<file path="src/dma_chan_pkg.sv">
// Package of register offsets, descriptor fields, codes and timing for the DMA channel
package dma_chan_pkg;
    // ------------------------------------------------------------------
    // Register offsets (word addressed on the plain register port)
    // ------------------------------------------------------------------
    localparam logic [2:0] OFF_DESCRIPTOR = 3'h0;
    localparam logic [2:0] OFF_COUNT      = 3'h1;
    localparam logic [2:0] OFF_SRC_LO     = 3'h2;
    localparam logic [2:0] OFF_SRC_HI     = 3'h3;
    localparam logic [2:0] OFF_DST_LO     = 3'h4;
    localparam logic [2:0] OFF_DST_HI     = 3'h5;
    localparam logic [2:0] OFF_CONTROL    = 3'h6;

    // ------------------------------------------------------------------
    // Descriptor field positions
    // ------------------------------------------------------------------
    localparam int POS_ENABLE   = 0;
    localparam int POS_SRC_STEP = 1;  // 3 bits
    localparam int POS_IRQ      = 4;
    localparam int POS_SIZE     = 5;  // 2 bits
    localparam int POS_HOLD     = 7;  // 2 bits
    localparam int POS_TYPE     = 9;  // 2 bits
    localparam int POS_DONE     = 11;
    localparam int POS_DST_STEP = 12; // 3 bits
    localparam int POS_STOP     = 15;

    localparam logic [15:0] DESC_RESET  = 16'h0000;
    localparam logic [15:0] COUNT_RESET = 16'h0000;
    localparam logic [23:0] ADDR_RESET  = 24'h000000;

    // Control register: bit0 stop input enable, bits 2:1 select, bit3 cache off
    localparam int POS_STOP_EN  = 0;
    localparam int POS_STOP_SEL = 1;
    localparam int POS_CACHE_OFF = 3;
    localparam int POS_WAITS    = 4;  // 4 bits of extra wait states

    // ------------------------------------------------------------------
    // Codes
    // ------------------------------------------------------------------
    localparam logic [2:0] STEP_MEM_INC  = 3'h0;
    localparam logic [2:0] STEP_MEM_DEC  = 3'h1;
    localparam logic [2:0] STEP_MEM_HOLD = 3'h2;
    localparam logic [2:0] STEP_IO_INC   = 3'h4;
    localparam logic [2:0] STEP_IO_DEC   = 3'h5;
    localparam logic [2:0] STEP_IO_HOLD  = 3'h6;

    localparam logic [1:0] TYPE_FLOW     = 2'h0;
    localparam logic [1:0] TYPE_FLY_WR   = 2'h2;
    localparam logic [1:0] TYPE_FLY_RD   = 2'h3;

    localparam logic [1:0] HOLD_SINGLE   = 2'h0;
    localparam logic [1:0] HOLD_BURST    = 2'h1;
    localparam logic [1:0] HOLD_CONT     = 2'h2;

    localparam logic [1:0] SIZE_BYTE     = 2'h0;
    localparam logic [1:0] SIZE_WORD     = 2'h1;
    localparam logic [1:0] SIZE_LONG     = 2'h2;

    // ------------------------------------------------------------------
    // Timing
    // ------------------------------------------------------------------
    localparam int CLK_NS          = 40;
    localparam int RELEASE_CYCLES  = 16;
    localparam int RELEASE_NS      = RELEASE_CYCLES * CLK_NS;
    localparam int RELEASE_COUNT   = RELEASE_NS / CLK_NS;
endpackage : dma_chan_pkg

</file>
<file path="src/dma_channel_descriptor_control.sv">
// One DMA channel: descriptor, count, pointers and bus cycle sequencer
`timescale 1ns/1ps

module dma_channel_descriptor_control #(
    parameter bit FLYBY_CAPABLE = 1'b1
) (
    input  wire logic        sys_clk,
    input  wire logic        rstn,
    input  wire logic [2:0]  reg_addr,
    input  wire logic [15:0] reg_wdata,
    input  wire logic        reg_wr,
    input  wire logic        reg_rd,
    output logic      [15:0] reg_rdata,
    input  wire logic        ready_in,
    input  wire logic        int_a_n,
    input  wire logic        int_b_n,
    input  wire logic [1:0]  channel_id,
    input  wire logic        bus_grant,
    input  wire logic        bus_ack,
    input  wire logic [31:0] bus_rdata,
    output logic             bus_req,
    output logic             bus_cycle,
    output logic             bus_write,
    output logic             bus_io,
    output logic      [23:0] bus_addr,
    output logic      [31:0] bus_wdata,
    output logic      [1:0]  bus_size,
    output logic             flyby_strobe,
    output logic             irq
);

    // ------------------------------------------------------------------
    // State
    // ------------------------------------------------------------------
    typedef enum logic [5:0] {
        ST_IDLE  = 6'b000001,
        ST_REQ   = 6'b000010,
        ST_READ  = 6'b000100,
        ST_WRITE = 6'b001000,
        ST_FLY   = 6'b010000,
        ST_REL   = 6'b100000
    } phase_t;

    typedef struct packed {
        phase_t      phase;
        logic [15:0] desc;
        logic [15:0] count;
        logic [23:0] src;
        logic [23:0] dst;
        logic [7:0]  ctrl;
        logic [31:0] hold_data;
        logic [3:0]  waits;
        logic [4:0]  rel_cnt;
        logic [15:0] rdata;
        logic        req;
        logic        cyc;
        logic        wr;
        logic        io;
        logic [23:0] addr;
        logic [1:0]  size;
        logic        fly;
        logic        irq;
    } state_t;

    state_t st;
    state_t next_st;

    // Decoded descriptor fields
    logic        en;
    logic [2:0]  s_code;
    logic [2:0]  d_code;
    logic [1:0]  kind;
    logic [1:0]  policy;
    logic [1:0]  sz;
    logic        stop_hit;
    logic        size_ok;
    logic        type_ok;
    logic        want;
    logic [23:0] step;

    // ------------------------------------------------------------------
    // Field decode and legality
    // ------------------------------------------------------------------
    always_comb begin
        en     = st.desc[dma_chan_pkg::POS_ENABLE];
        s_code = st.desc[dma_chan_pkg::POS_SRC_STEP +: 3];
        d_code = st.desc[dma_chan_pkg::POS_DST_STEP +: 3];
        kind   = st.desc[dma_chan_pkg::POS_TYPE +: 2];
        policy = st.desc[dma_chan_pkg::POS_HOLD +: 2];
        sz     = st.desc[dma_chan_pkg::POS_SIZE +: 2];
        // Early stop only counts when routed to this channel
        stop_hit = st.ctrl[dma_chan_pkg::POS_STOP_EN] &&
                   (st.ctrl[dma_chan_pkg::POS_STOP_SEL +: 2] == channel_id) &&
                   (!int_a_n || !int_b_n);
        // Reserved type and flyby on a plain channel never start
        type_ok = (kind == dma_chan_pkg::TYPE_FLOW) ||
                  (FLYBY_CAPABLE && kind[1]);
        size_ok = (sz == dma_chan_pkg::SIZE_BYTE) ||
                  (sz == dma_chan_pkg::SIZE_WORD) ||
                  (sz == dma_chan_pkg::SIZE_LONG && kind[1] &&
                   st.ctrl[dma_chan_pkg::POS_CACHE_OFF]);
        // Ready is ignored once count is zero; reserved policy idles
        want = en && (st.count != dma_chan_pkg::COUNT_RESET) && ready_in &&
               type_ok && size_ok &&
               (policy != 2'h3);
        unique case (sz)
            dma_chan_pkg::SIZE_WORD: step = 24'h000002;
            dma_chan_pkg::SIZE_LONG: step = 24'h000004;
            default:                 step = 24'h000001;
        endcase
    end

    // Pointer stepping by code; I/O codes step by one, hold codes keep the pointer
    function automatic logic [23:0] stepped(input logic [23:0] a,
                                            input logic [2:0]  c,
                                            input logic [23:0] s);
        logic [23:0] d;
        d = c[2] ? 24'h000001 : s;
        unique case (c[1:0])
            2'h0:    stepped = a + d;
            2'h1:    stepped = a - d;
            default: stepped = a;
        endcase
    endfunction : stepped

    // ------------------------------------------------------------------
    // Next state
    // ------------------------------------------------------------------
    always_comb begin
        next_st       = st;
        next_st.fly   = 1'b0;
        next_st.rdata = 16'h0000;

        // Register reads: data appears the cycle after the strobe
        if (reg_rd) begin
            unique case (reg_addr)
                dma_chan_pkg::OFF_DESCRIPTOR: next_st.rdata = st.desc;
                dma_chan_pkg::OFF_COUNT:      next_st.rdata = st.count;
                dma_chan_pkg::OFF_SRC_LO:     next_st.rdata = st.src[15:0];
                dma_chan_pkg::OFF_SRC_HI:     next_st.rdata = {8'h00, st.src[23:16]};
                dma_chan_pkg::OFF_DST_LO:     next_st.rdata = st.dst[15:0];
                dma_chan_pkg::OFF_DST_HI:     next_st.rdata = {8'h00, st.dst[23:16]};
                dma_chan_pkg::OFF_CONTROL:    next_st.rdata = {8'h00, st.ctrl};
                default:                      next_st.rdata = 16'h0000;
            endcase
        end

        // Register writes; flags take the written value like every other descriptor bit
        if (reg_wr) begin
            unique case (reg_addr)
                dma_chan_pkg::OFF_DESCRIPTOR: next_st.desc = reg_wdata;
                dma_chan_pkg::OFF_COUNT:      next_st.count = reg_wdata;
                dma_chan_pkg::OFF_SRC_LO:     next_st.src[15:0] = reg_wdata;
                dma_chan_pkg::OFF_SRC_HI:     next_st.src[23:16] = reg_wdata[7:0];
                dma_chan_pkg::OFF_DST_LO:     next_st.dst[15:0] = reg_wdata;
                dma_chan_pkg::OFF_DST_HI:     next_st.dst[23:16] = reg_wdata[7:0];
                dma_chan_pkg::OFF_CONTROL:    next_st.ctrl = reg_wdata[7:0];
                default:                      next_st.ctrl = st.ctrl;
            endcase
        end

        // Bus sequencer
        unique case (st.phase)
            ST_IDLE: begin
                if (want) begin
                    next_st.req   = 1'b1;
                    next_st.phase = ST_REQ;
                end
            end
            ST_REQ: begin
                if (!en) begin
                    next_st.req   = 1'b0;
                    next_st.phase = ST_IDLE;
                end else if (bus_grant) begin
                    next_st.cyc   = 1'b1;
                    next_st.size  = sz;
                    next_st.waits = st.ctrl[dma_chan_pkg::POS_WAITS +: 4];
                    // Pointers go out untranslated
                    if (kind == dma_chan_pkg::TYPE_FLOW) begin
                        next_st.wr    = 1'b0;
                        next_st.io    = s_code[2];
                        next_st.addr  = st.src;
                        next_st.phase = ST_READ;
                    end else begin
                        next_st.wr    = (kind == dma_chan_pkg::TYPE_FLY_WR);
                        next_st.io    = 1'b0;
                        next_st.addr  = next_st.wr ? st.dst : st.src;
                        next_st.fly   = 1'b1;
                        next_st.phase = ST_FLY;
                    end
                end
            end
            ST_READ: begin
                if (st.waits != 4'h0) begin
                    next_st.waits = st.waits - 4'h1;
                end else if (stop_hit) begin
                    // Read under stop is dropped, nothing written
                    next_st.cyc   = 1'b0;
                    next_st.phase = ST_REL;
                end else if (bus_ack) begin
                    next_st.hold_data = bus_rdata;
                    next_st.wr    = 1'b1;
                    next_st.io    = d_code[2];
                    next_st.addr  = st.dst;
                    next_st.waits = st.ctrl[dma_chan_pkg::POS_WAITS +: 4];
                    next_st.phase = ST_WRITE;
                end
            end
            ST_WRITE, ST_FLY: begin
                if (st.waits != 4'h0) begin
                    next_st.waits = st.waits - 4'h1;
                end else if (bus_ack) begin
                    next_st.cyc   = 1'b0;
                    next_st.count = st.count - 16'h0001;
                    if (kind == dma_chan_pkg::TYPE_FLOW ||
                        kind == dma_chan_pkg::TYPE_FLY_RD) begin
                        next_st.src = stepped(st.src, s_code, step);
                    end
                    if (kind == dma_chan_pkg::TYPE_FLOW ||
                        kind == dma_chan_pkg::TYPE_FLY_WR) begin
                        next_st.dst = stepped(st.dst, d_code, step);
                    end
                    if (st.count == 16'h0001) begin
                        next_st.desc[dma_chan_pkg::POS_DONE] = 1'b1;
                        next_st.phase = ST_REL;
                    end else if (stop_hit ||
                                 policy == dma_chan_pkg::HOLD_SINGLE ||
                                 (policy == dma_chan_pkg::HOLD_BURST &&
                                  !ready_in)) begin
                        next_st.phase = ST_REL;
                    end else begin
                        next_st.phase = ST_REQ;
                    end
                end
            end
            ST_REL: begin
                // Bus dropped well inside the allowed window
                next_st.req     = 1'b0;
                next_st.rel_cnt = 5'h00;
                next_st.phase   = ST_IDLE;
            end
            default: next_st.phase = ST_IDLE;
        endcase

        // Early stop while active: flag set, enable cleared, wins over writes
        if (stop_hit && st.phase != ST_IDLE && en) begin
            next_st.desc[dma_chan_pkg::POS_STOP]   = 1'b1;
            next_st.desc[dma_chan_pkg::POS_ENABLE] = 1'b0;
        end

        // Interrupt follows flags when allowed
        next_st.irq = next_st.desc[dma_chan_pkg::POS_IRQ] &&
                      (next_st.desc[dma_chan_pkg::POS_DONE] ||
                       next_st.desc[dma_chan_pkg::POS_STOP]);
    end

    // ------------------------------------------------------------------
    // State register
    // ------------------------------------------------------------------
    always_ff @(posedge sys_clk or negedge rstn) begin
        if (!rstn) begin
            st       <= '0;
            st.phase <= ST_IDLE;
        end else begin
            st <= next_st;
        end
    end

    // Outputs straight from flip-flops
    assign reg_rdata    = st.rdata;
    assign bus_req      = st.req;
    assign bus_cycle    = st.cyc;
    assign bus_write    = st.wr;
    assign bus_io       = st.io;
    assign bus_addr     = st.addr;
    assign bus_wdata    = st.hold_data;
    assign bus_size     = st.size;
    assign flyby_strobe = st.fly;
    assign irq          = st.irq;

endmodule : dma_channel_descriptor_control

</file>
<file path="config.mk">
export PLATFORM = sky130hd
export DESIGN_NAME = dma_channel_descriptor_control
export DESIGN_NICKNAME = d
export VERILOG_FILES = /design/src/dma_chan_pkg.sv /design/src/dma_channel_descriptor_control.sv
export SDC_FILE = /design/constraint.sdc
export NUM_CORES = 1
export LEC_CHECK = 0
export BUFFER_PORTS_ARGS = -buffer_cell sky130_fd_sc_hd__buf_2
export CAP_MARGIN = 0
export CORE_AREA = 5 5 192 194
export CTS_BUF_LIST = sky130_fd_sc_hd__clkbuf_4
export DETAILED_ROUTE_END_ITERATION = 12
export DIE_AREA = 0 0 197 199
export PLACE_DENSITY_LB_ADDON = 0.08
export SLEW_MARGIN = 40
export SYNTH_ARGS = -nofsm -noshare
export SYNTH_HDL_FRONTEND = slang
export SYNTH_SLANG_ARGS = --single-unit
</file>
<file path="constraint.sdc">
create_clock -name sys_clk -period 4.6 [get_ports sys_clk]
set_input_delay 0.69 -clock sys_clk [delete_from_list [all_inputs] [get_ports sys_clk]]
set_output_delay 0.69 -clock sys_clk [all_outputs]
set_load 0.005 [all_outputs]
</file>
# Yosys cells after proc, flatten, opt, wreduce, memory -nomap -nowiden
# Cells that the tools add are included.
dict set report word_totals {
  out_inout_bits 80
  latch_bits 0
  mem_bits_rw 0
  rom_bits 0
  inputBits 62
  n_memories 0
  elab_cells 178
  ff_bits 178
}
dict set report op_classes {
  n_mul 0
  n_mux 62
  order_cmp 0
  div 0
  reduce_logical 49
  n_eq_ne 40
  bitwise_logic 2
  n_addsub 6
  n_shift 0
}
# cell count
set ops {}
lappend ops {{two-way mux 64 bit} 3}
lappend ops {{two-way mux 24 bit} 5}
lappend ops {{one-hot mux 16 bit (7 select lines)} 1}
lappend ops {{one-hot mux 24 bit (2 select lines)} 2}
lappend ops {{two-way mux 88 bit} 1}
lappend ops {{two-way mux 16 bit} 5}
lappend ops {{two-way mux 26 bit} 3}
lappend ops {{two-way mux 30 bit} 2}
lappend ops {{two-way mux 6 bit} 10}
lappend ops {{one-hot mux 26 bit (2 select lines)} 1}
lappend ops {{adder 24 bit} 2}
lappend ops {{subtractor 24 bit} 2}
lappend ops {{two-way mux 27 bit} 1}
lappend ops {{two-way mux 4 bit} 6}
lappend ops {{two-way mux 8 bit} 3}
lappend ops {{!= test 2 bit (second input constant)} 12}
lappend ops {{one-hot mux 6 bit (4 select lines)} 1}
lappend ops {{AND reduction 6 bit} 3}
lappend ops {{== test 16 x 1 -> 1 bit (second input constant)} 1}
lappend ops {{nonzero test 16 bit} 1}
lappend ops {{subtractor 16 x 1 -> 16 bit (second input constant)} 1}
lappend ops {{logical AND 1 bit} 13}
lappend ops {{two-way mux 1 bit} 13}
lappend ops {{!= test 3 bit (second input constant)} 4}
lappend ops {{other kinds (32)} 63}

# Longest topological paths before layout
# Gate-level depths: netlist of the first run.
dict set report depth {
  depth_word 10
  ltp_mapped 16
  ltp_nobuf 16
}

# Worst setup path before layout of the first run
# OpenSTA, ideal clock, no wires.
dict set report synth_timing {
  path_type {reg-to-reg}
  startpoint {register st (netlist bit d_code[1])}
  endpoint {register st[120] (netlist bit)}
  arrival_ps 3689
  setup_slack_ps 788
  setup_ps 123
  synth_period_minus_slack_ps 3812
  stages_incl_launch_ff 12
  t_required_ps 4477
  path_buffers 0
  path_cell_list {dfrtp_1 nor2b_1 mux2_2 ha_1 nor2b_1 o31ai_1 a21oi_1 o31ai_2 o21ai_1 xor2_1 o21a_1 o221a_1}
}
dict set report synth_between {
  elab_chain_len 6
  word_cells_on_any_way 8
  classes_between {eq/ne: 2; mux: 5; reduce/logical: 1}
}
# element line
set synth_lines {}
lappend synth_lines {{start: declaration} dma_channel_descriptor_control.sv:65} ;# state_t st;
lappend synth_lines {{start signal: assignment} dma_channel_descriptor_control.sv:265} ;# st <= next_st;
lappend synth_lines {{== test 2 x 1 -> 1 bit / logical NOT 2 bit (equally long branches)} dma_channel_descriptor_control.sv:119} ;# unique case (c[1:0])
lappend synth_lines {{one-hot mux 24 bit (2 select lines)} dma_channel_descriptor_control.sv:119}
lappend synth_lines {{two-way mux 24 bit} dma_channel_descriptor_control.sv:219} ;# if (kind == dma_chan_pkg::TYPE_FLOW ||
lappend synth_lines {{two-way mux 64 bit} dma_channel_descriptor_control.sv:212} ;# end else if (bus_ack) begin
lappend synth_lines {{two-way mux 64 bit} dma_channel_descriptor_control.sv:210} ;# if (st.waits != 4'h0) begin
lappend synth_lines {{two-way mux 64 bit} dma_channel_descriptor_control.sv:163} ;# unique case (st.phase)
# Several ways; a longest one is shown, not always the timed one.
# A chain may end at the register's enable or synchronous reset.

# Worst setup path after layout of the first run
dict set report layout_timing {
  startpoint {register st[166] (netlist bit)}
  endpoint {register st[142] (netlist bit)}
}
dict set report layout_between {
  elab_chain_len 9
  word_cells_on_any_way 11
  classes_between {add/sub: 2; eq/ne: 2; mux: 7}
}
# element line
set layout_lines {}
lappend layout_lines {{== test 2 bit / == test 2 x 1 -> 1 bit (equally long branches)} dma_channel_descriptor_control.sv:106} ;# unique case (sz)
lappend layout_lines {{one-hot mux 3 bit (2 select lines) (*)} dma_channel_descriptor_control.sv:106}
lappend layout_lines {{two-way mux 24 bit (*)} dma_channel_descriptor_control.sv:118} ;# d = c[2] ? 24'h000001 : s;
lappend layout_lines {{subtractor 24 bit / adder 24 bit (equally long branches)} {dma_channel_descriptor_control.sv:121, dma_channel_descriptor_control.sv:120}}
lappend layout_lines {{one-hot mux 24 bit (2 select lines) (*)} dma_channel_descriptor_control.sv:119}
lappend layout_lines {{two-way mux 24 bit (*)} dma_channel_descriptor_control.sv:215} ;# if (kind == dma_chan_pkg::TYPE_FLOW ||
lappend layout_lines {{two-way mux 64 bit (*)} dma_channel_descriptor_control.sv:212}
lappend layout_lines {{two-way mux 64 bit (*)} dma_channel_descriptor_control.sv:210}
lappend layout_lines {{two-way mux 64 bit (*)} dma_channel_descriptor_control.sv:163}
# Every way passes the cells marked *; elsewhere a longest branch is shown, timed or not.

==> impl_metrics.sql, run 1 <==
INSERT INTO impl_metrics (metric_group, metric, value, unit) VALUES
('critical_path', 'worst_setup_path_start_kind', 'flip-flop', ''),
('pwr', 'cellPowerDensity', '475', 'nW/um2'),
('clock_tree', 'clockRootBuffer', 'sky130_fd_sc_hd__clkbuf_4', ''),
('pwr', 'combPwrFrac', '0.487', ''),
('sta', 'layout_worst_path_cycle_share', '0.885', ''),
('critical_path', 'worst-endpoint-required', '5130', 'ps'),
('pwr', 'netSwitchingFraction', '0.450', ''),
('grt', 'grt_pass1_vias', '9907', ''),
('min_path', 'hold_class', 'input pin to flip-flop', ''),
('clock_tree', 'cts.reportedPaths.clkPinSlew', '170', 'ps'),
('floorplan', 'dieArea', '39200', 'um2'),
('clock_tree', 'clock_sink_count', '178', ''),
('grt', 'antenna_found_initial', '2', ''),
('clock_tree', 'cts-buffers-inserted', '17', ''),
('pwr', 'internal-power', '3400', 'uW'),
('sta', 'fin_ws', '527', 'ps'),
('logic_synthesis', 'postSynthNetCount', '1416', ''),
('critical_path', 'worst_setup_path_endpoint', 'st[142]', ''),
('placed_design', 'dpl_worst_slack', '544', 'ps'),
('logic_synthesis', 'synth-async-reset-ratio', '1.00', ''),
('critical_path', 'r2r_start', 'st[166]', ''),
('critical_path', 'cell_depth_of_the_worst_flop_to_flop_path', '14', ''),
('logic_synthesis', 'synth-seq-cells', '178', ''),
('sta', 'final-setup-viol-count', '0', ''),
('logic_synthesis', 'ys_seq_area_frac', '0.369', ''),
('logic_synthesis', 'syn_area', '12100', 'um2'),
('cells_and_area', 'area_of_the_multi_input_gates', '6760', 'um2'),
('critical_path', 'regToRegSetupSlack', '530', 'ps'),
('cells_and_area', 'areaGrowthSynthToFinish', '8.07', '%'),
('critical_path', 'critPathMaxFanout', '11', ''),
('cells_and_area', 'finalNonFillerCells', '1813', ''),
('logic_synthesis', 'netlist_instances', '1290', ''),
('logic_synthesis', 'yosysUniqueCellTypes', '83', ''),
('sta', 'final_hold_viol_count', '0', ''),
('sta', 'grt_setup_unrepaired', 'false', ''),
('floorplan', 'io_pins', '142', ''),
('cells_and_area', 'finish.net_count', '1464', ''),
('placed_design', 'place.detailed.instances', '1779', ''),
('logic_synthesis', 'synth_edf_count', '0', ''),
('pwr', 'pwr-share-seq', '0.365', ''),
('grt', 'groute.usage.overall', '0.210', ''),
('drt', 'avgRoutedWirePerCell', '22.9', 'um'),
('grt', 'gr-total-overflow', '0', ''),
('floorplan', 'start_util', '0.344', ''),
('cells_and_area', 'filler_cell_count', '3645', ''),
('status', 'status', 'finished, final reports clean', ''),
('clock_tree', 'cts_h_tree_depth', '4', ''),
('grt', 'largest_net_degree_at_the_start_of_global_routing', '111', ''),
('clock_tree', 'cts_setup_buffers', '0', ''),
('drt', 'vias', '10100', ''),
('sta', 'finalClockSkew', '43.5', 'ps'),
('drt', 'first_iter_violations', '680', ''),
('drt', 'drt_pass_1_iters', '5', ''),
('clock_tree', 'clock_insertion_delay_worst_skew', '630', 'ps'),
('drt', 'vias_per_cell', '5.55', ''),
('floorplan', 'placeableCoreArea', '35100', 'um2'),
('logic_synthesis', 'synthesis.yosys.warnings', '0', ''),
('sta', 'fin_tns_setup', '0', 'ps'),
('critical_path', 'setup.worst_path.class', 'flip-flop to flip-flop', ''),
('drt', 'drtAntennaViolNets', '0', ''),
('drt', 'drc', '0', ''),
('drt', 'routed_wirelength', '41500', 'um'),
('cells_and_area', 'final-seq-area', '4460', 'um2'),
('sta', 'fmax', '0.246', 'GHz'),
('placed_design', 'gp_congestion', '0.870', ''),
('placed_design', 'dp_hpwl', '31200', 'um'),
('pwr', 'p_sw', '2790', 'uW'),
('clock_tree', 'cts.path.max_buffers', '2', ''),
('cells_and_area', 'share_of_layout_cells_above_drive_strength_1', '0.221', ''),
('logic_synthesis', 'synthesis.area_per_instance', '9.36', 'um2'),
('placed_design', 'dpl_cell_area', '12800', 'um2');
-- worst max-delay path, stage by stage, from the launching register on --
cell	delay (ps)
sky130_fd_sc_hd__dfrtp_1	430
sky130_fd_sc_hd__inv_1	110
sky130_fd_sc_hd__ha_1	350
sky130_fd_sc_hd__nand2_1	120
sky130_fd_sc_hd__nor2_1	50
sky130_fd_sc_hd__ha_1	160
sky130_fd_sc_hd__nand2b_1	430
sky130_fd_sc_hd__ha_1	530
sky130_fd_sc_hd__o2111ai_1	150
sky130_fd_sc_hd__and4_1	250
sky130_fd_sc_hd__o31ai_1	580
sky130_fd_sc_hd__a31o_2	310
sky130_fd_sc_hd__and3_1	200
sky130_fd_sc_hd__o221ai_1	130
sky130_fd_sc_hd__a21o_1	170
-- area by class of cell --
type / instances / share of cell area
flip-flops and latches: 178 / 0.342
inverters: 30 / 0.00863
clock inverters: 13 / 0.00978
multi-input cells: 955 / 0.518
diodes: 1 / 0.000192
clock buffers: 19 / 0.0109
repair buffers: 156 / 0.0668
well taps: 461 / 0.0442
-- worst min path at each step --
stage,startpoint,end,slack [ps],cells after the start
2_1_floorplan,rstn,bus_addr[0],390,0
3_3_place_gp,bus_addr[0],bus_addr[0],460,2
3_5_place_dp,bus_addr[0],bus_addr[0],470,2
4_1_cts,bus_rdata[4],bus_wdata[4],220,2
5_1_grt,bus_rdata[4],bus_wdata[4],220,2
6_report,bus_rdata[4],bus_wdata[4],300,2
-- what timing repair did --
item / CTS / global route
setup endpoints to repair: 0 / 0
endpoints found under the hold margin: 1 / 0
hold buffers: 1 / 0
-- sequential cells by signal (all words and copies together), names as in the netlist, 2 cells and up --
| name | cells |
|---|---|
| st | 87 |
| kind | 2 |
| bus_size | 2 |
| policy | 2 |
| bus_addr | 24 |
| s_code | 3 |
| bus_wdata | 32 |
| reg_rdata | 16 |
| d_code | 3 |
-- power by group through the flow --
| stage | Clock [uW] | Sequential [uW] | Combinational, uW |
|---|---|---|---|
| floorplan | 0 | 2090 | 2320 |
| global placement | 0 | 2290 | 3000 |
| detailed placement | 0 | 2290 | 3000 |
| CTS | 957 | 2260 | 3010 |
| global route | 1010 | 2300 | 3350 |
| finish | 916 | 2260 | 3020 |
-- cells in the mapped netlist, drive strengths merged, types with 10 or more instances --
cell type | instances | area (um2)
dfrtp | 177 | 4430
nor2 | 132 | 498
nand2 | 106 | 405
buf | 91 | 654
a21oi | 87 | 435
o21ai | 69 | 360
ha | 62 | 776
mux2 | 58 | 653
mux2i | 50 | 500
clkbuf | 36 | 135
o31ai | 34 | 360
o22ai | 32 | 200
inv | 30 | 113
nand3 | 28 | 145
a21o | 27 | 203
xor2 | 22 | 193
a22oi | 19 | 143
xnor2 | 19 | 166
a31oi | 15 | 93.8
nand2b | 15 | 93.8
nor2b | 14 | 87.6
nor3 | 14 | 75.1
a211oi | 12 | 90.1
o21a | 12 | 90.1
and2 | 11 | 72.6
o211ai | 10 | 75.1
-- cells by family (layout without fill, tap and decap cells) --
| family | count (synthesis) | count (layout) | share of synthesized area |
|---|---|---|---|
| mux | 112 | 112 | 0.103 |
| simple gates | 362 | 362 | 0.142 |
| flops | 178 | 178 | 0.369 |
| compound gates | 376 | 376 | 0.214 |
| other cells | 0 | 1 | 0 |
| buf+inv | 157 | 218 | 0.0747 |
| xor+xnor | 41 | 41 | 0.0297 |
| fa+ha+maj | 64 | 64 | 0.0676 |
-- cell usage in the layout, fill, tap and decap left out, drive strengths merged, types with 7 or more instances in the layout --
master	netlist	routed
nor4	8	8
inv	30	34
xnor2	19	19
a21oi	87	87
nand3	28	28
a21o	27	27
nor3	14	14
o21a	12	12
a211oi	12	12
nor2b	14	14
nand4	8	8
o31ai	34	34
o21ai	69	69
nand2	106	106
and2	11	11
mux2	58	58
nand2b	15	15
o21bai	7	7
a22oi	19	19
ha	62	62
dfrtp	177	177
mux2i	50	50
xor2	22	22
buf	91	154
a31oi	15	15
and3	8	8
clkbuf	36	20
o211ai	10	10
o22ai	32	32
nor2	132	132
-- layer usage --
layer  up-vias  track usage  wire (um)
li1       4749            -          -
met4         2       0.0675       1020
met5         -            0         11
met3        38       0.0361       2180
met1      4979        0.297      19600
met2       300        0.330      18600
-- stage by stage --
step           hold slack, ps  utilization  total power, uW
5_1_grt                   221        0.372             6660
3_3_place_gp              460        0.363             5290
2_1_floorplan             394            -             4410
3_5_place_dp              467        0.364             5280
6_report                  297        0.372             6190
4_1_cts                   217        0.372             6230
Power figures use the tool's default switching activity.
==> run 2, diff against run 1 <==
--- a/config.mk
+++ b/config.mk
@@ -7,11 +7,13 @@
 export LEC_CHECK = 0
 export BUFFER_PORTS_ARGS = -buffer_cell sky130_fd_sc_hd__buf_2
 export CAP_MARGIN = 0
-export CORE_AREA = 5 5 192 194
+export CORE_AREA = 2 2 189 191
 export CTS_BUF_LIST = sky130_fd_sc_hd__clkbuf_4
 export DETAILED_ROUTE_END_ITERATION = 12
-export DIE_AREA = 0 0 197 199
+export DIE_AREA = 0 0 191 193
 export PLACE_DENSITY_LB_ADDON = 0.08
+export RECOVER_POWER = 100
+export SKIP_LAST_GASP = 1
 export SLEW_MARGIN = 40
 export SYNTH_ARGS = -nofsm -noshare
 export SYNTH_HDL_FRONTEND = slang
==> impl_metrics.sql, run 2 (synthesized netlist as in run 1, its figures left out) <==
INSERT INTO impl_metrics (metric_group, metric, value, unit) VALUES
('cells_and_area', 'finalNonFillerCells', '1819', ''),
('sta', 'fin_tns_setup', '0', 'ps'),
('drt', 'avgRoutedWirePerCell', '22.7', 'um'),
('placed_design', 'gp_congestion', '0.876', ''),
('floorplan', 'io_pins', '142', ''),
('grt', 'groute.usage.overall', '0.226', ''),
('floorplan', 'start_util', '0.345', ''),
('critical_path', 'r2r_start', 'st[166]', ''),
('clock_tree', 'cts-buffers-inserted', '17', ''),
('placed_design', 'dpl_worst_slack', '592', 'ps'),
('sta', 'slew_headroom', '-0.440', ''),
('status', 'status', 'complete, but fails checks', ''),
('grt', 'grt_pass1_vias', '9738', ''),
('cells_and_area', 'share_of_layout_cells_above_drive_strength_1', '0.167', ''),
('clock_tree', 'clock_insertion_delay_worst_skew', '640', 'ps'),
('pwr', 'cellPowerDensity', '486', 'nW/um2'),
('drt', 'highest-signal-layer', 'met4', ''),
('cells_and_area', 'largest_register_ff_count', '87', ''),
('cells_and_area', 'area_of_the_multi_input_gates', '6640', 'um2'),
('sta', 'layout_worst_path_cycle_share', '0.895', ''),
('pwr', 'total_power', '6290', 'uW'),
('drt', 'routed_wirelength', '41200', 'um'),
('min_path', 'hold_start', 'bus_rdata[20]', ''),
('placed_design', 'place.detailed.instances', '1785', ''),
('drt', 'drtAntennaViolNets', '0', ''),
('sta', 'worst_pin_slew', '2160', 'ps'),
('critical_path', 'cp_data_arrival_time', '4670', 'ps'),
('cells_and_area', 'areaGrowthSynthToFinish', '7.08', '%'),
('cells_and_area', 'most_frequent_standard_cell_in_the_layout_excluding_fill_and_tap_cells', 'sky130_fd_sc_hd__dfrtp_1', ''),
('min_path', 'min_delay_path_depth', '2', ''),
('cells_and_area', 'mostFrequentLayoutCells', '177 x sky130_fd_sc_hd__dfrtp_1, 132 x sky130_fd_sc_hd__nor2_1, 103 x sky130_fd_sc_hd__nand2_1', ''),
('critical_path', 'cp_cell_sequence', 'inv_1, ha_1, nand2_1, nor2_1, ha_1, nand2b_1, ha_1, a21oi_1, o21ai_0, o22ai_1, o21ai_0, a41oi_1, xnor2_1, o211ai_1, a31oi_1', ''),
('job', 'maxCapViolations', '6', ''),
('sta', 'grt_setup_unrepaired', 'false', ''),
('pwr', 'max_ir_drop_vdd', '0.168', 'mV'),
('clock_tree', 'clockRootBuffer', 'sky130_fd_sc_hd__clkbuf_4', ''),
('critical_path', 'cp_slowest_stage_delay', '510', 'ps'),
('critical_path', 'worst_setup_path_start_kind', 'flip-flop', ''),
('drt', 'drc', '0', ''),
('floorplan', 'placeableCoreArea', '35000', 'um2'),
('cells_and_area', 'final-seq-area', '4460', 'um2'),
('cells_and_area', 'finish.net_count', '1471', ''),
('floorplan', 'die_width', '191', 'um'),
('drt', 'met2_wirelength', '18400', 'um'),
('critical_path', 'critPathTopFamily', 'compound AO/OA/AOI/OAI gates', ''),
('clock_tree', 'clock_sink_count', '178', ''),
('sta', 'final-setup-viol-count', '0', ''),
('drt', 'drt_pass_1_iters', '5', ''),
('grt', 'gr-total-overflow', '0', ''),
('cells_and_area', 'register_with_the_most_flip_flops', 'st', ''),
('grt', 'largest_net_degree_at_the_start_of_global_routing', '87', ''),
('critical_path', 'setup.worst_path.class', 'flip-flop to flip-flop', ''),
('sta', 'timing.final.max_slew_violations', '154', ''),
('sta', 'finalClockSkew', '37.5', 'ps'),
('status', 'violations', 'capacitance limit, slew limit', ''),
('placed_design', 'dpl_cell_area', '12800', 'um2'),
('drt', 'vias_per_cell', '5.57', ''),
('grt', 'grt_pass1_wl', '61700', 'um'),
('clock_tree', 'cts.reportedPaths.clkPinSlew', '170', 'ps'),
('critical_path', 'critPathSlowestCell', 'sky130_fd_sc_hd__ha_1', ''),
('cells_and_area', 'postLayoutCellArea', '12900', 'um2'),
('drt', 'detailroute.wirelength.met3', '2190', 'um'),
('critical_path', 'startpoint', 'st[166]', ''),
('floorplan', 'placementRows', '69', ''),
('clock_tree', 'cts.path.max_buffers', '2', ''),
('critical_path', 'critPathMaxFanout', '11', ''),
('critical_path', 'worstSetupPathDepth', '15', ''),
('critical_path', 'critPathMostFrequentCell', 'sky130_fd_sc_hd__ha_1', ''),
('sta', 'final_hold_viol_count', '0', ''),
('floorplan', 'die_y', '193', 'um'),
('min_path', 'hold_class', 'input pin to flip-flop', ''),
('drt', 'vias', '10100', ''),
('clock_tree', 'cts_h_tree_depth', '4', ''),
('placed_design', 'dp_hpwl', '31000', 'um'),
('critical_path', 'worst-endpoint-required', '5160', 'ps'),
('clock_tree', 'cts_resized', '0', ''),
('placed_design', 'portBuffers', '141', ''),
('drt', 'detail_route.wirelength.met1', '19700', 'um'),
('drt', 'first_iter_violations', '859', ''),
('floorplan', 'dieArea', '36900', 'um2'),
('clock_tree', 'cts_tree', 'yes', ''),
('critical_path', 'end_kind', 'flip-flop', ''),
('cells_and_area', 'filler_cell_count', '3671', ''),
('critical_path', 'cell_depth_of_the_worst_flop_to_flop_path', '15', ''),
('sta', 'min_period', '4120', 'ps'),
('pwr', 'static_power_due_to_leakage', '0.00595', 'uW'),
('critical_path', 'critPathBufInv', '1', ''),
('sta', 'fmax', '0.243', 'GHz'),
('sta', 'fin_ws', '484', 'ps'),
('grt', 'antenna_found_initial', '1', '');
-- run 2: metal layers --
metal | global-route usage | vias to the layer above
li1 | - | 4764
met1 | 0.321 | 5008
met2 | 0.355 | 325
met3 | 0.0333 | 42
met4 | 0.0686 | 0
met5 | 0 | -
-- run 2: final cells by class --
cell class,instances,area share
diodes,2,0.000387
flip-flops and latches,178,0.345
multi-input cells,955,0.514
repair buffers,163,0.0630
clock buffers,18,0.0105
inverters,30,0.00871
clock inverters,12,0.0142
well taps,461,0.0446
-- run 2: stage by stage --
step            util  hold WS, ps
2_1_floorplan      -          394
3_3_place_gp   0.364          460
3_5_place_dp   0.366          465
4_1_cts        0.375          101
5_1_grt        0.370          228
6_report       0.370          274
-- run 2: final timing paths --
| check | end | slack (ps) |
|---|---|---|
| worst max-delay path | st[139] | 480 |
| worst min-delay path | bus_wdata[20] | 270 |
| worst max register to register | st[139] | 480 |
| worst min register to register | bus_addr[2] | 490 |
| max in group asynchronous | bus_addr[10] | 810 |
| min in group asynchronous | bus_wdata[2] | 1220 |
-- run 2: repair_timing --
| action | CTS | global route |
|---|---|---|
| setup buffers | 0 | 0 |
| hold buffers | 0 | 1 |
| endpoints found under the setup margin | 0 | 0 |
| hold endpoints to repair | 0 | 33 |
-- run 2: power by group --
part           internal [uW]  switching [uW]
Sequential              1850             408
Clock                    435             609
Combinational           1240            1740
Total                   3520            2760
-- run 2: worst reg2reg max path: stages (launching register included) --
cell	delay (ps)
sky130_fd_sc_hd__dfrtp_1	430
sky130_fd_sc_hd__inv_1	110
sky130_fd_sc_hd__ha_1	360
sky130_fd_sc_hd__nand2_1	130
sky130_fd_sc_hd__nor2_1	60
sky130_fd_sc_hd__ha_1	170
sky130_fd_sc_hd__nand2b_1	430
sky130_fd_sc_hd__ha_1	510
sky130_fd_sc_hd__a21oi_1	260
sky130_fd_sc_hd__o21ai_0	180
sky130_fd_sc_hd__o22ai_1	320
sky130_fd_sc_hd__o21ai_0	310
sky130_fd_sc_hd__a41oi_1	320
sky130_fd_sc_hd__xnor2_1	150
sky130_fd_sc_hd__o211ai_1	110
sky130_fd_sc_hd__a31oi_1	200
==> run 3, diff against run 2 <==
--- a/config.mk
+++ b/config.mk
@@ -7,12 +7,14 @@
 export LEC_CHECK = 0
 export BUFFER_PORTS_ARGS = -buffer_cell sky130_fd_sc_hd__buf_2
 export CAP_MARGIN = 0
-export CORE_AREA = 2 2 189 191
+export CORE_AREA = 2 2 225 161
 export CTS_BUF_LIST = sky130_fd_sc_hd__clkbuf_4
 export DETAILED_ROUTE_END_ITERATION = 12
-export DIE_AREA = 0 0 191 193
+export DIE_AREA = 0 0 227 163
+export HOLD_SLACK_MARGIN = 0.1
 export PLACE_DENSITY_LB_ADDON = 0.08
 export RECOVER_POWER = 100
+export SKIP_CTS_REPAIR_TIMING = 1
 export SKIP_LAST_GASP = 1
 export SLEW_MARGIN = 40
 export SYNTH_ARGS = -nofsm -noshare
==> impl_metrics.sql, run 3 (synthesized netlist as in run 1, its figures left out) <==
INSERT INTO impl_metrics (metric_group, metric, value, unit) VALUES
('clock_tree', 'clock_insertion_delay_worst_skew', '640', 'ps'),
('status', 'status', 'complete, but fails checks', ''),
('cells_and_area', 'register_with_the_most_flip_flops', 'st', ''),
('sta', 'min_period', '4150', 'ps'),
('critical_path', 'worst_setup_path_start_kind', 'flip-flop', ''),
('grt', 'groute.usage.overall', '0.236', ''),
('drt', 'first_iter_violations', '997', ''),
('floorplan', 'die_y', '163', 'um'),
('sta', 'grt_setup_unrepaired', 'false', ''),
('sta', 'fin_ws', '454', 'ps'),
('critical_path', 'cp_cell_sequence', 'inv_1, ha_1, nand2b_1, inv_1, ha_1, inv_1, mux2_1, ha_1, nor2b_1, o31ai_1, a21oi_1, o31ai_1, o21ai_0, xor2_1, o21a_1, o221a_1', ''),
('critical_path', 'setup.worst_path.class', 'flip-flop to flip-flop', ''),
('drt', 'drc', '0', ''),
('sta', 'fin_tns_setup', '0', 'ps'),
('sta', 'layout_worst_path_cycle_share', '0.901', ''),
('status', 'violations', 'capacitance limit, slew limit', ''),
('critical_path', 'cp_slowest_stage_delay', '470', 'ps'),
('drt', 'drt_pass_1_iters', '5', ''),
('drt', 'vias', '10300', ''),
('pwr', 'total_power', '6250', 'uW'),
('placed_design', 'gp_congestion', '0.874', ''),
('pwr', 'static_power_due_to_leakage', '0.00587', 'uW'),
('floorplan', 'placementRows', '58', ''),
('floorplan', 'start_util', '0.344', ''),
('drt', 'detailroute.wirelength.met3', '3890', 'um'),
('drt', 'highest-signal-layer', 'met5', ''),
('critical_path', 'worst-endpoint-required', '5140', 'ps'),
('clock_tree', 'cts.reportedPaths.clkPinSlew', '160', 'ps'),
('drt', 'drtAntennaViolNets', '0', ''),
('pwr', 'max_ir_drop_vdd', '0.165', 'mV'),
('drt', 'avgRoutedWirePerCell', '23.7', 'um'),
('critical_path', 'critPathTopFamily', 'compound AO/OA/AOI/OAI gates', ''),
('sta', 'timing.final.max_slew_violations', '142', ''),
('sta', 'final-setup-viol-count', '0', ''),
('placed_design', 'dp_hpwl', '32900', 'um'),
('min_path', 'hold_class', 'input pin to flip-flop', ''),
('clock_tree', 'cts-buffers-inserted', '17', ''),
('drt', 'detail_route.wirelength.met1', '21900', 'um'),
('cells_and_area', 'largest_register_ff_count', '87', ''),
('sta', 'slew_headroom', '-0.914', ''),
('critical_path', 'critPathSlowestCell', 'sky130_fd_sc_hd__o31ai_1', ''),
('sta', 'final_hold_viol_count', '0', ''),
('grt', 'antenna_found_initial', '2', ''),
('critical_path', 'critPathMaxFanout', '5', ''),
('cells_and_area', 'mostFrequentLayoutCells', '177 x sky130_fd_sc_hd__dfrtp_1, 132 x sky130_fd_sc_hd__nor2_1, 103 x sky130_fd_sc_hd__nand2_1', ''),
('cells_and_area', 'areaGrowthSynthToFinish', '6.30', '%'),
('critical_path', 'critPathBufInv', '3', ''),
('clock_tree', 'cts_tree', 'yes', ''),
('cells_and_area', 'most_frequent_standard_cell_in_the_layout_excluding_fill_and_tap_cells', 'sky130_fd_sc_hd__dfrtp_1', ''),
('sta', 'fmax', '0.241', 'GHz'),
('sta', 'finalClockSkew', '27.0', 'ps'),
('sta', 'hold_ws', '271', 'ps'),
('critical_path', 'cp_data_arrival_time', '4680', 'ps'),
('critical_path', 'end_kind', 'flip-flop', ''),
('cells_and_area', 'share_of_layout_cells_above_drive_strength_1', '0.158', ''),
('clock_tree', 'clockRootBuffer', 'sky130_fd_sc_hd__clkbuf_4', ''),
('drt', 'met2_wirelength', '17000', 'um'),
('cells_and_area', 'finish.net_count', '1469', ''),
('drt', 'vias_per_cell', '5.61', ''),
('clock_tree', 'cts.path.max_buffers', '2', ''),
('floorplan', 'io_pins', '142', ''),
('placed_design', 'place.detailed.instances', '1803', ''),
('floorplan', 'die_width', '227', 'um'),
('clock_tree', 'cts_h_tree_depth', '4', ''),
('pwr', 'cellPowerDensity', '487', 'nW/um2'),
('floorplan', 'dieArea', '37000', 'um2'),
('grt', 'grt_pass1_vias', '9526', ''),
('clock_tree', 'clock_sink_count', '178', ''),
('drt', 'routed_wirelength', '43500', 'um'),
('sta', 'worst_pin_slew', '2870', 'ps'),
('cells_and_area', 'finalNonFillerCells', '1836', ''),
('job', 'maxCapViolations', '3', ''),
('placed_design', 'dpl_worst_slack', '639', 'ps'),
('grt', 'grt_pass1_wl', '63600', 'um'),
('grt', 'largest_net_degree_at_the_start_of_global_routing', '107', ''),
('grt', 'gr-total-overflow', '0', ''),
('floorplan', 'placeableCoreArea', '35100', 'um2'),
('placed_design', 'portBuffers', '141', '');
run 3: changes by cell type in the layout (fill, tap and decap cells not counted), moves of 3 or more:
cell,previous run,this run
sky130_fd_sc_hd__clkinvlp_4,5,1
sky130_fd_sc_hd__bufinv_16,4,1
sky130_fd_sc_hd__buf_8,4,0
sky130_fd_sc_hd__clkbuf_1,54,66
sky130_fd_sc_hd__clkinv_2,0,3
sky130_fd_sc_hd__buf_2,91,79
run 3: power breakdown:
| part | switching [uW] | internal (uW) |
|---|---|---|
| registers | 451 | 1850 |
| logic | 1810 | 1230 |
| clock network | 639 | 275 |
| total | 2900 | 3350 |
run 3: final cells by class:
cell class | count | area (um2)
Fill cell | 3687 | 22300
Multi-Input combinational cell | 955 | 6650
Sequential cell | 178 | 4460
Timing Repair Buffer | 161 | 748
Tap cell | 480 | 601
Clock inverter | 14 | 131
Clock buffer | 17 | 128
Inverter | 30 | 113
Antenna cell | 1 | 2.50
run 3: worst paths after layout:
check / startpoint / endpoint / slack (ps) / cells past startpoint
worst max-delay path: st[166] / st[120] / 450 / 16
worst min-delay path: bus_rdata[13] / bus_wdata[13] / 270 / 2
worst max register to register: st[166] / st[120] / 450 / 16
worst min register to register: bus_addr[21] / bus_addr[21] / 500 / 2
max in group asynchronous: rstn / st[133] / 910 / 3
min in group asynchronous: rstn / bus_req / 1490 / 2
run 3: routing by layer:
| layer | GRT usage | up-vias |
|---|---|---|
| met5 | 0 | - |
| met4 | 0.0550 | 2 |
| met3 | 0.0644 | 33 |
| met2 | 0.310 | 410 |
| met1 | 0.372 | 5094 |
| li1 | - | 4769 |
run 3: worst reg2reg max path, cell delays in order, from the launching register on:
cell and delay [ps]:
sky130_fd_sc_hd__dfrtp_1 440, sky130_fd_sc_hd__inv_1 120, sky130_fd_sc_hd__ha_1 370, sky130_fd_sc_hd__nand2b_1 140, sky130_fd_sc_hd__inv_1 50, sky130_fd_sc_hd__ha_1 270, sky130_fd_sc_hd__inv_1 30, sky130_fd_sc_hd__mux2_1 320
sky130_fd_sc_hd__ha_1 280, sky130_fd_sc_hd__nor2b_1 140, sky130_fd_sc_hd__o31ai_1 460, sky130_fd_sc_hd__a21oi_1 170, sky130_fd_sc_hd__o31ai_1 470, sky130_fd_sc_hd__o21ai_0 200, sky130_fd_sc_hd__xor2_1 180, sky130_fd_sc_hd__o21a_1 200
sky130_fd_sc_hd__o221a_1 210
run 3: metrics by stage:
stage | area [um2] | utilization
final | 12800 | 0.365
after global routing | 12800 | 0.365
after CTS | 13000 | 0.371
after detailed placement | 12800 | 0.364
after global placement | 12800 | 0.363
after floorplan | 12100 | -
